File: src/core/gcs_map.svh
// Constants for the broadcast sync I2C slave: addresses and timing.
// Assumes a 200 MHz system clock; included by the core, the divider and the bench.
`ifndef GCS_MAP_SVH
`define GCS_MAP_SVH
`define GCS_GLOBAL_ADDR      7'h77
`define GCS_CFG_RESET        8'h00
`define GCS_CHAN_RESET       8'h80
`define GCS_CLK_HZ           200000000
`define GCS_SW_INT_HZ        123000
`define GCS_SW_INT_DIV       (`GCS_CLK_HZ / `GCS_SW_INT_HZ)
`define GCS_CONV_CYCLES      32'd200000
`endif

File: src/core/gcs_pkg.sv
// Types for the broadcast sync I2C slave.
// Assumes nothing beyond the constants header.
package gcs_pkg;
  typedef enum logic [2:0] {
    GCS_IDLE  = 3'b000,
    GCS_ADDR  = 3'b001,
    GCS_AACK  = 3'b011,
    GCS_DATA  = 3'b010,
    GCS_DACK  = 3'b110,
    GCS_READ  = 3'b111,
    GCS_WAIT  = 3'b101
  } gcs_state_e;
endpackage

File: src/core/gcs_core.sv
// Broadcast sync I2C slave of a converter with conversion timing.
// Assumes SCL and SDA are open-drain pins sampled by the system clock.
`timescale 1ns/1ps
`default_nettype none
`include "gcs_map.svh"
module gcs_core
  import gcs_pkg::*;
#(
  parameter int unsigned CONV_CYCLES = `GCS_CONV_CYCLES
) (
  // Clock and reset
  input  wire logic       clk_i,
  input  wire logic       rst_n_i,
  // I2C pins
  input  wire logic       scl_i,
  input  wire logic       sda_i,
  output logic            sda_o,
  output logic            sda_oe_o,
  // Straps and clock source
  input  wire logic [6:0] own_addr_i,
  input  wire logic       use_ext_clk_i,
  input  wire logic       ext_clk_i,
  // Converter side
  output logic            conv_busy_o,
  output logic            conv_start_o,
  output logic [7:0]      chan_o,
  output logic [7:0]      cfg_o,
  output logic            sw_en_o,
  input  wire logic [7:0] rd_data_i
);
  if (CONV_CYCLES < 2) begin : g_bad_conv
    $error("CONV_CYCLES too small");
  end
  // ==========================================================
  // Synchronisers
  logic [1:0] scl_s_q, sda_s_q, ext_s_q;
  logic       scl_p_q, sda_p_q, ext_p_q;
  always_ff @(posedge clk_i or negedge rst_n_i) begin
    if (!rst_n_i) begin
      scl_s_q <= 2'h3;
      sda_s_q <= 2'h3;
      ext_s_q <= 2'h0;
      scl_p_q <= 1'b1;
      sda_p_q <= 1'b1;
      ext_p_q <= 1'b0;
    end else begin
      scl_s_q <= {scl_s_q[0], scl_i};
      sda_s_q <= {sda_s_q[0], sda_i};
      ext_s_q <= {ext_s_q[0], ext_clk_i};
      scl_p_q <= scl_s_q[1];
      sda_p_q <= sda_s_q[1];
      ext_p_q <= ext_s_q[1];
    end
  end
  logic scl, sda, scl_rise, scl_fall, start_c, stop_c, ext_edge;
  assign scl      = scl_s_q[1];
  assign sda      = sda_s_q[1];
  assign scl_rise = scl & ~scl_p_q;
  assign scl_fall = ~scl & scl_p_q;
  assign start_c  = scl & scl_p_q & sda_p_q & ~sda;
  assign stop_c   = scl & scl_p_q & ~sda_p_q & sda;
  assign ext_edge = ext_s_q[1] & ~ext_p_q;
  // ==========================================================
  // Slave state
  gcs_state_e  st_q, st_d;
  logic [7:0]  sh_q, sh_d;
  logic [3:0]  bit_q, bit_d;
  logic        drv_q, drv_d;
  logic        sel_q, sel_d;
  logic [1:0]  nbyte_q, nbyte_d;
  logic [7:0]  chan_q, chan_d, cfg_q, cfg_d;
  logic [7:0]  pch_q, pch_d, pcf_q, pcf_d;
  logic [1:0]  pn_q, pn_d;
  logic        busy_q, busy_d, strt_q, strt_d;
  logic [31:0] cc_q, cc_d;
  logic        addr_hit, glob_hit;
  assign glob_hit = sh_q[7:1] == `GCS_GLOBAL_ADDR;
  assign addr_hit = glob_hit | (sh_q[7:1] == own_addr_i);
  always_comb begin
    st_d    = st_q;
    sh_d    = sh_q;
    bit_d   = bit_q;
    drv_d   = drv_q;
    sel_d   = sel_q;
    nbyte_d = nbyte_q;
    chan_d  = chan_q;
    cfg_d   = cfg_q;
    pch_d   = pch_q;
    pcf_d   = pcf_q;
    pn_d    = pn_q;
    busy_d  = busy_q;
    strt_d  = 1'b0;
    cc_d    = cc_q;
    if (busy_q) begin
      if (cc_q == CONV_CYCLES - 1) begin
        busy_d = 1'b0;
        cc_d   = 32'h0;
      end else begin
        cc_d = cc_q + 32'h1;
      end
    end
    if (start_c) begin
      st_d  = GCS_ADDR;
      bit_d = 4'h0;
      drv_d = 1'b0;
      pn_d  = 2'h0;
    end else if (stop_c) begin
      if (sel_q && !busy_q) begin
        strt_d = 1'b1;
        busy_d = 1'b1;
        cc_d   = 32'h0;
        if (pn_q != 2'h0) begin
          chan_d = pch_q;
        end
        if (pn_q == 2'h2) begin
          cfg_d = pcf_q;
        end
      end
      st_d  = GCS_IDLE;
      sel_d = 1'b0;
      drv_d = 1'b0;
      pn_d  = 2'h0;
    end else begin
      unique case (st_q)
        GCS_IDLE: begin
          drv_d = 1'b0;
        end
        GCS_ADDR, GCS_DATA: begin
          if (scl_rise) begin
            sh_d  = {sh_q[6:0], sda};
            bit_d = bit_q + 4'h1;
          end else if (scl_fall && bit_q == 4'h8) begin
            bit_d = 4'h0;
            if (st_q == GCS_ADDR) begin
              st_d = GCS_AACK;
              drv_d = addr_hit && !busy_q && !(glob_hit && sh_q[0]);
              sel_d = addr_hit && !busy_q && !(glob_hit && sh_q[0]);
              nbyte_d = 2'h0;
            end else begin
              st_d  = GCS_DACK;
              drv_d = 1'b1;
              if (nbyte_q == 2'h0) begin
                pch_d = sh_q;
                pn_d  = 2'h1;
              end else if (nbyte_q == 2'h1) begin
                pcf_d = sh_q;
                pn_d  = 2'h2;
              end
              if (nbyte_q != 2'h3) begin
                nbyte_d = nbyte_q + 2'h1;
              end
            end
          end
        end
        GCS_AACK, GCS_DACK: begin
          if (scl_fall) begin
            drv_d = 1'b0;
            if (!sel_q) begin
              st_d = GCS_WAIT;
            end else if (st_q == GCS_AACK && sh_q[0]) begin
              st_d  = GCS_READ;
              sh_d  = rd_data_i;
              drv_d = ~rd_data_i[7];
            end else begin
              st_d = GCS_DATA;
            end
          end
        end
        GCS_READ: begin
          if (scl_fall) begin
            bit_d = bit_q + 4'h1;
            if (bit_q == 4'h7) begin
              drv_d = 1'b0;
            end else if (bit_q == 4'h8) begin
              bit_d = 4'h0;
              drv_d = ~sh_q[7];
            end else begin
              sh_d  = {sh_q[6:0], 1'b1};
              drv_d = ~sh_q[6];
            end
          end else if (scl_rise && bit_q == 4'h8 && sda) begin
            st_d = GCS_WAIT;
          end
        end
        GCS_WAIT: begin
          drv_d = 1'b0;
        end
        default: begin
          st_d  = GCS_IDLE;
          drv_d = 1'b0;
        end
      endcase
    end
  end
  always_ff @(posedge clk_i or negedge rst_n_i) begin
    if (!rst_n_i) begin
      st_q    <= GCS_IDLE;
      sh_q    <= 8'h00;
      bit_q   <= 4'h0;
      drv_q   <= 1'b0;
      sel_q   <= 1'b0;
      nbyte_q <= 2'h0;
      chan_q  <= `GCS_CHAN_RESET;
      cfg_q   <= `GCS_CFG_RESET;
      pch_q   <= 8'h00;
      pcf_q   <= 8'h00;
      pn_q    <= 2'h0;
      busy_q  <= 1'b1;
      strt_q  <= 1'b0;
      cc_q    <= 32'h0;
    end else begin
      st_q    <= st_d;
      sh_q    <= sh_d;
      bit_q   <= bit_d;
      drv_q   <= drv_d;
      sel_q   <= sel_d;
      nbyte_q <= nbyte_d;
      chan_q  <= chan_d;
      cfg_q   <= cfg_d;
      pch_q   <= pch_d;
      pcf_q   <= pcf_d;
      pn_q    <= pn_d;
      busy_q  <= busy_d;
      strt_q  <= strt_d;
      cc_q    <= cc_d;
    end
  end
  // ==========================================================
  // Sampling switch enable
  logic sw_en_c, sw_q, sw_d;
  gcs_sw_div #(
    .INT_DIV (`GCS_SW_INT_DIV)
  ) u_div (
    .clk_i      (clk_i),
    .rst_n_i    (rst_n_i),
    .run_i      (busy_q),
    .use_ext_i  (use_ext_clk_i),
    .ext_edge_i (ext_edge),
    .sw_en_o    (sw_en_c)
  );
  // Drop a pulse that would land after busy has fallen
  always_comb begin
    sw_d = sw_en_c & busy_q;
  end
  always_ff @(posedge clk_i or negedge rst_n_i) begin
    if (!rst_n_i) begin
      sw_q <= 1'b0;
    end else begin
      sw_q <= sw_d;
    end
  end
  assign sda_o        = 1'b0;
  assign sda_oe_o     = drv_q;
  assign conv_busy_o  = busy_q;
  assign conv_start_o = strt_q;
  assign chan_o       = chan_q;
  assign cfg_o        = cfg_q;
  assign sw_en_o      = sw_q;
endmodule
`default_nettype wire

File: src/core/gcs_sw_div.sv
// Sampling switch enable divider, internal or external clock.
// Assumes ext_edge_i is a one-cycle pulse per external clock rising edge.
`timescale 1ns/1ps
`default_nettype none
`include "gcs_map.svh"
module gcs_sw_div #(
  parameter int unsigned INT_DIV = `GCS_SW_INT_DIV
) (
  // Clock and reset
  input  wire logic clk_i,
  input  wire logic rst_n_i,
  // Control
  input  wire logic run_i,
  input  wire logic use_ext_i,
  input  wire logic ext_edge_i,
  // Output
  output logic      sw_en_o
);
  // Divider must fit the 16-bit counter
  if (INT_DIV < 2 || INT_DIV > 65536) begin : g_bad_div
    $error("INT_DIV out of range");
  end
  logic [15:0] cnt_q, cnt_d;
  logic [2:0]  acc_q, acc_d;
  logic        en_q, en_d;
  // ==========================================================
  // Next state
  always_comb begin
    cnt_d = cnt_q;
    acc_d = acc_q;
    en_d  = 1'b0;
    if (!run_i) begin
      cnt_d = 16'h0000;
      acc_d = 3'h0;
    end else if (use_ext_i) begin
      if (ext_edge_i) begin
        if (acc_q >= 3'h3) begin
          acc_d = acc_q - 3'h3;
          en_d  = 1'b1;
        end else begin
          acc_d = acc_q + 3'h2;
        end
      end
    end else if (cnt_q == 16'(INT_DIV - 1)) begin
      cnt_d = 16'h0000;
      en_d  = 1'b1;
    end else begin
      cnt_d = cnt_q + 16'h0001;
    end
  end
  always_ff @(posedge clk_i or negedge rst_n_i) begin
    if (!rst_n_i) begin
      cnt_q <= 16'h0000;
      acc_q <= 3'h0;
      en_q  <= 1'b0;
    end else begin
      cnt_q <= cnt_d;
      acc_q <= acc_d;
      en_q  <= en_d;
    end
  end
  assign sw_en_o = en_q;
endmodule
`default_nettype wire

File: config.mk
export PLATFORM = sky130hd
export DESIGN_NAME = gcs_core
export DESIGN_NICKNAME = d
export VERILOG_FILES = /design/src/core/gcs_pkg.sv /design/src/core/gcs_core.sv /design/src/core/gcs_sw_div.sv
export VERILOG_INCLUDE_DIRS = /design/src /design/src/core
export SDC_FILE = /design/constraint.sdc
export NUM_CORES = 1
export LEC_CHECK = 0
export ABC_AREA = 0
export BUFFER_PORTS_ARGS = -buffer_cell sky130_fd_sc_hd__clkbuf_2
export CORE_ASPECT_RATIO = 0.7
export CORE_UTILIZATION = 55
export DETAILED_ROUTE_END_ITERATION = 8
export GPL_TIMING_DRIVEN = 0
export PLACE_DENSITY_LB_ADDON = 0.08
export SLEW_MARGIN = 30
export SYNTH_ARGS = -nofsm -noshare
export SYNTH_HDL_FRONTEND = slang
export SYNTH_SLANG_ARGS = --single-unit
File: constraint.sdc
create_clock -name clk_i -period 2.1 [get_ports clk_i]
set_input_delay 0.42 -clock clk_i [delete_from_list [all_inputs] [get_ports clk_i]]
set_output_delay 0.42 -clock clk_i [all_outputs]
set_load 0.01 [all_outputs]
Yosys cells after proc, flatten, opt, wreduce, memory -nomap -nowiden
Index checks and enable logic that the tools add are counted.

operators by class
  add/subtract/negate cells = 6
  $mul = 0
  div/mod/pow operators = 0
  magnitude comparators = 1
  eq/ne operators = 38
  shift-type cells = 0
  mux-type cells = 79
  bitwise operators = 23
  reductions and logical operators = 37

operators by type and width
  operator                                                                  number
  32-bit 2-to-1 mux                                                         5
  8-bit 2-to-1 mux                                                          7
  16-bit 2-to-1 mux                                                         3
  3-bit 2-to-1 mux                                                          14
  32-bit by 1-bit adder with 32-bit output (second input constant)          1
  32-bit by 18-bit equality test with 1-bit output (second input constant)  1
  1-bit 2-to-1 mux                                                          29
  4-bit 2-to-1 mux                                                          7
  4-bit inequality test (second input constant)                             7
  2-bit inequality test (second input constant)                             12
  8-bit case mux with 3 select lines                                        1
  2-bit 2-to-1 mux                                                          10
  16-bit by 1-bit adder with 16-bit output (second input constant)          1
  16-bit by 11-bit equality test with 1-bit output (second input constant)  1
  4-bit AND reduction                                                       4
  1-bit NOT                                                                 13
  3-bit case mux with 4 select lines                                        1
  6-bit AND reduction                                                       2
  3-bit nonzero test                                                        4
  10-bit AND reduction                                                      1
  5-bit AND reduction                                                       2
  2-bit nonzero test                                                        5
  1-bit AND                                                                 9
  3-bit equality test (second input constant)                               3
  28 further kinds                                                          41

word-level totals
  flip-flop bits (word level) = 117
  bits in latches = 0
  bits in writable memories = 0
  ROM bits = 0
  input port bits = 21
  output and inout bits = 21
  logic and storage cells = 208
  memories = 0

Depth between registers and ports, before layout
  word-level depth = 10
  depth in mapped cells = 9
  depth with buffers taken out = 7

Modules after synthesis
A second synthesis with hierarchy kept.

second synthesis, totals
  cell total of the unflattened synthesis = 575
  area, all modules = 6045.8 um^2

modules (own cells, without submodules)
  module      instances  cells an instance  area each (um^2)  seq. area each (um^2)
  gcs_core    1          446                4820.9            2437.3
  gcs_sw_div  1          129                1224.9            500.5

Least setup slack after synthesis
Ideal clock, no wire load.

  path type = reg-to-reg
  from = reg scl_s_q[1]
  to = reg cfg_q[0] (netlist: cfg_o[0])
  setup time = 0.125 ns
  arrival = 1.989 ns
  data required time = 1.975 ns
  slack = -0.014 ns
  stages on the path, launching flop included = 6
  path buffers = 0
  clock period less this slack = 2.114 ns
  path through = dfstp_2 -> inv_1 -> nor4b_4 -> nand3_1 -> nor3_2 -> mux2_2

on the way
  cells in the longest elaborated chain, start to end = 5
  elaborated cells on any way between the ends = 7
  classes of those cells = bitwise: 6; reduce/logical: 1

ends and longest elaborated chain
  item                               line                            source
  start: declaration                 gcs_core.sv:36                  logic [1:0] scl_s_q, sda_s_q, ext_s_q;
  start signal: assignment           gcs_core.sv:47                  scl_s_q <= {scl_s_q[0], scl_i};
  1-bit AND (*)                      gcs_core.sv:60, gcs_core.sv:61
  1-bit AND (2 in a row)             gcs_core.sv:60                  assign start_c = scl & scl_p_q & sda_p_q & ~sda;
  1-bit NOT (no line)                n/a
  4-bit AND reduction (no line) (*)  n/a
  end signal: assignment             gcs_core.sv:204                 cfg_q <= `GCS_CFG_RESET;
  end signal: assignment             gcs_core.sv:219                 cfg_q <= cfg_d;
  end: declaration                   gcs_core.sv:71                  logic [7:0] chan_q, chan_d, cfg_q, cfg_d;

Mark *: on every way between the ends. The rest lies on a longest branch, timed or not.
A chain may end at the register's enable or synchronous reset.

Worst setup path after layout
  from = reg cc_q[29]
  to = reg cc_q[29]

on the way
  cells in the longest elaborated chain, start to end = 6
  elaborated cells on any way between the ends = 7
  classes of those cells = add/sub: 1; eq/ne: 1; mux: 5

ends and longest elaborated chain
  item                                                                                                          line                            source
  start: declaration                                                                                            gcs_core.sv:75                  logic [31:0] cc_q, cc_d;
  start signal: assignment                                                                                      gcs_core.sv:210                 cc_q <= 32'h0;
  start signal: assignment                                                                                      gcs_core.sv:225                 cc_q <= cc_d;
  32-bit by 1-bit adder with 32-bit output or 32-bit by 18-bit equality test with 1-bit output (tied branches)  gcs_core.sv:99, gcs_core.sv:95
  32-bit 2-to-1 mux                                                                                             gcs_core.sv:95                  if (cc_q == CONV_CYCLES - 1) begin
  32-bit 2-to-1 mux (*)                                                                                         gcs_core.sv:94                  if (busy_q) begin
  32-bit 2-to-1 mux                                                                                             gcs_core.sv:108                 if (sel_q && !busy_q) begin
  32-bit 2-to-1 mux                                                                                             gcs_core.sv:107                 end else if (stop_c) begin
  32-bit 2-to-1 mux (*)                                                                                         gcs_core.sv:102                 if (start_c) begin
  via cc_d[29]                                                                                                  gcs_core.sv:75

The timed path passes the listed nets; every way through them passes the cells marked *.

==> out/results.txt <==
The site row count is 31, and the highest attainable clock frequency is 0.471 GHz. The clock passes through at most 2 buffers. The number of buffer cells added on primary ports was 40. The completed layout was analyzed and its total power is 0.00679 W. Net load switching power: 0.00195 W. The tools report the number of antenna violations at the first check in global routing as 0. Setup repair after global routing could not meet its margin everywhere.

Proportion of synthesized chip area in sequential cells: 0.497. The kind of critical path was flip-flop to flip-flop. In this run, CTS created clock tree buffers numbering 17. The detailed router placed 4712 vias in this run.

Among all stages on the critical path, the largest delay is contributed by or4_4. The die outline area was 11200 um^2; the number of cells produced by synthesis was 570. The via density per instance was 5.93. The core region is 10400 um^2. The final clock period utilization by the worst path is 1.01, and the clock-pin slew on the worst setup and hold paths is 0.06 ns. After detailed routing, the number of remaining DRC violations is 0.

Across the run, the number of max-cap violations was 0. The number of antenna diodes in the final layout is 0. The largest net degree at the start of global routing was 80. For the starting density of the core, the log shows 0.569.

The worst setup path is captured at a flip-flop. The clock latency on the worst-skew pair was 0.41 ns. Most instantiated flip-flop cell in the synthesis netlist: dfrtp_1.

Internal power comes to 0.00484 W. In this run the horizontal extent of the chip is 126 um. The part of the power in combinational logic was 0.177. The power per cell area came out at 917 nW/um^2.

The clock tree root buffer cell is clkbuf_16. The tools report the worst setup margin as -0.0246 ns. The number of H-tree levels was 4; the hold violation count in the final report was 0. The run finished, with violations left. The run gives 795 as the number of non-filler instances in the completed layout. The logs give 117 for the clock sink count and 0.415 for the worst slew margin relative to its limit. Launching element of the worst setup path: cc_q[29].

The detail route stage leaves a number of antenna-violating nets equal to 0. The share of async-settable or async-resettable flops after synthesis is 1.00, and the switching part of the total power is 0.287. After synthesis the netlist holds a flip-flop and latch count of 117.

A synthesized cell averages 10.4 um^2. Including well taps, the total number of placed cells is 743. Minimum period implied by the final worst setup slack: 2.12 ns.

For the number of max-slew violations in the final report, the log shows 0. Walking the worst path, the cells encountered are nor4_4 -> nand3_1 -> or4_4 -> o21ai_4 -> buf_6 -> buf_8 -> nor2_1. The logs give 4546 for the via count of the first global-routing pass and 749 for the filler cell count. For the pre-CTS setup slack, the log shows -0.415 ns. TritonCTS built the clock tree.

The per-cell routed wire length was 17.7 um. The run gives 59 as the post-synthesis cell type count. At the end of routability-driven placement, the weighted congestion stood at 0.851. In the layout the commonest cells are dfrtp_1 (103), nor2_1 (50), clkbuf_2 (45), nand2_1 (41), o21ai_0 (35). For the static leakage power, the log shows 3.36 nW. At the worst endpoint, the required time is 2.41 ns. During I/O placement, the number of pins put on the boundary was 42. Layout cell share with drive strength beyond 1: 0.308. In the final timing run, aggregate negative setup slack is -0.225 ns. The portion of total power attributed to sequential cells is 0.400, and the largest fanout of any net on the critical path is 5. Across the VDD grid, the largest voltage drop is 706 uV. The post-layout net count was 683; the number of synthesized flops with an enable pin was 0. For the total grt overflow, the log shows 0. Leaving out fill and tap cells, the most frequent cell in the layout is dfrtp_1. Data arrives at the worst endpoint at 2.43 ns.

The height of the die works out to 88.8 um. The worst hold path begins at sda_i. The checks that failed: setup timing. The growth of design area from synthesis to finish was 25.2%; the number of DRC markers after the initial detailed-route iteration was 314.

The total of endpoints with negative setup slack in the final report came out at 18. Yosys printed 0 warnings. The reg-to-reg critical path startpoint was cc_q[29]. The proportion of power drawn by the clock network is 0.423. The min-delay analysis places its worst path in the category input pin to flip-flop. For the pin with the worst max-slew slack, the measured transition is 0.870 ns.

Counting every net in the synthesized netlist gives 602. The largest stage delay on the critical path was 0.58 ns; the worst clock skew was 0.00793 ns. The global routing usage summed across all routing layers is 0.261, and the HPWL after detailed placement is 8780 um. First-pass GRT wire length: 22500 um.

The total wire length after detailed routing was 14100 um. The logs give 5920 um^2 for the area of the mapped netlist and 5 for the number of iterations in the first detailed-routing pass. STA classifies the critical path startpoint as a flip-flop.
-- state kept, by name (all words and copies together), names as in the netlist, 3 cells and up --
signal and flops:
bit_q 4, cc_q 32, cfg_o 8, chan_o 8, pcf_q 8, pch_q 8, sh_q 8, st_q 3
u_div.acc_q 3, u_div.cnt_q 16
-- power groups by stage --
stage | logic (W) | registers (W) | clock network, W
after floorplan | 0.000711 | 0.00266 | 0
after global placement | 0.000904 | 0.00275 | 0
after detailed placement | 0.000942 | 0.00275 | 0
after CTS | 0.00103 | 0.00270 | 0.00291
after global routing | 0.00132 | 0.00275 | 0.00302
final | 0.00120 | 0.00272 | 0.00287
-- path summary, 6_finish.rpt --
| kind | endpoint | slack, ns | cells after the start |
|---|---|---|---|
| min in group asynchronous | bit_q[3] | 0.49 | 2 |
| min reg2reg | scl_s_q[1] | 0.36 | 0 |
| min | sda_s_q[0] | 0.09 | 1 |
| max | cc_q[29] | -0.02 | 7 |
| max in group asynchronous | cc_q[30] | 0.91 | 3 |
| max reg2reg | cc_q[29] | -0.02 | 7 |
-- per-layer routing --
metal | track usage | vias up | wire length, um
met5 | 0 | - | 0
met4 | 0.0876 | 0 | 174
met3 | 0.0701 | 16 | 764
met2 | 0.408 | 146 | 6610
met1 | 0.356 | 2337 | 6560
li1 | - | 2213 | -
-- per-stage QoR --
stage,util,cell area [um^2],hold slack (ns)
after global routing,0.713,7410,0.0700
after global placement,0.605,6290,0.331
after detailed placement,0.608,6320,0.348
after floorplan,-,5920,0.124
after CTS,0.690,7170,0.0708
final,0.713,7410,0.0884
-- timing repair --
item | 4_1_cts | 5_1_grt
endpoints found under the setup margin | 84 | 75
resized for setup | 29 | 58
hold buffers | 1 | 0
gates cloned | 2 | 0
buffers inserted | 15 | 8
endpoints found under the hold margin | 38 | 0
pin swaps | 6 | 12
-- layout make-up --
type | instances | area (um^2) | share of cell area
sequential | 117 | 2950 | 0.398
inverter | 20 | 77.6 | 0.0105
clock buffer | 18 | 439 | 0.0593
clock inverter | 13 | 151 | 0.0204
multi-input combinational | 410 | 3060 | 0.413
timing repair buffer | 67 | 472 | 0.0637
buffer | 18 | 98.8 | 0.0133
tap | 132 | 165 | 0.0223
-- cells in the mapped netlist (3+ instances only) --
| master | count | area share |
|---|---|---|
| o31ai_1 | 6 | 0.0076 |
| dfrtp_1 | 109 | 0.46 |
| and2_1 | 3 | 0.0032 |
| nand3_1 | 25 | 0.021 |
| mux2i_1 | 3 | 0.0051 |
| a21oi_1 | 13 | 0.011 |
| o21ai_0 | 36 | 0.030 |
| nor3b_1 | 3 | 0.0038 |
| a32o_1 | 4 | 0.0068 |
| nor2_1 | 56 | 0.036 |
| a211o_1 | 3 | 0.0044 |
| dfstp_2 | 8 | 0.036 |
| nor2b_1 | 5 | 0.0053 |
| and3_1 | 10 | 0.011 |
| nor4_1 | 7 | 0.0074 |
| o41ai_1 | 4 | 0.0059 |
| ha_1 | 11 | 0.023 |
| nor4b_1 | 3 | 0.0044 |
| and4_1 | 3 | 0.0044 |
| a21o_1 | 3 | 0.0038 |
| o211ai_1 | 6 | 0.0076 |
| nand4b_1 | 4 | 0.0059 |
| or3_1 | 3 | 0.0032 |
| xnor2_1 | 15 | 0.022 |
| nand4_1 | 20 | 0.021 |
| clkbuf_1 | 18 | 0.011 |
| a211oi_1 | 3 | 0.0038 |
| mux2_2 | 48 | 0.091 |
| nor3_1 | 9 | 0.0076 |
| a31oi_1 | 6 | 0.0063 |
| nand3b_1 | 4 | 0.0051 |
| inv_1 | 19 | 0.012 |
| xor2_1 | 23 | 0.034 |
| nand2_1 | 41 | 0.026 |
| nand2b_1 | 7 | 0.0074 |
-- critical path: cells and delay by family, from the launching register on --
family | cells | cell delay [ns]
buffers and inverters | 2 | 0.28
AND/OR/NAND/NOR | 4 | 1.07
AO/OA/AOI/OAI | 1 | 0.22
flip-flops | 1 | 0.44
-- kinds of logic (layout without fill, tap and decap cells) --
logic type / Yosys count / after routing / synth area share
buf+inv: 43 / 136 / 0.0309
other cells: 1 / 1 / 0.000634
fa+ha+maj: 11 / 11 / 0.0233
simple gates: 212 / 212 / 0.188
xor+xnor: 38 / 38 / 0.0563
mux: 51 / 51 / 0.0964
flops: 117 / 117 / 0.497
compound gates: 97 / 97 / 0.108
No activity file was read; power rests on OpenSTA's default activity.
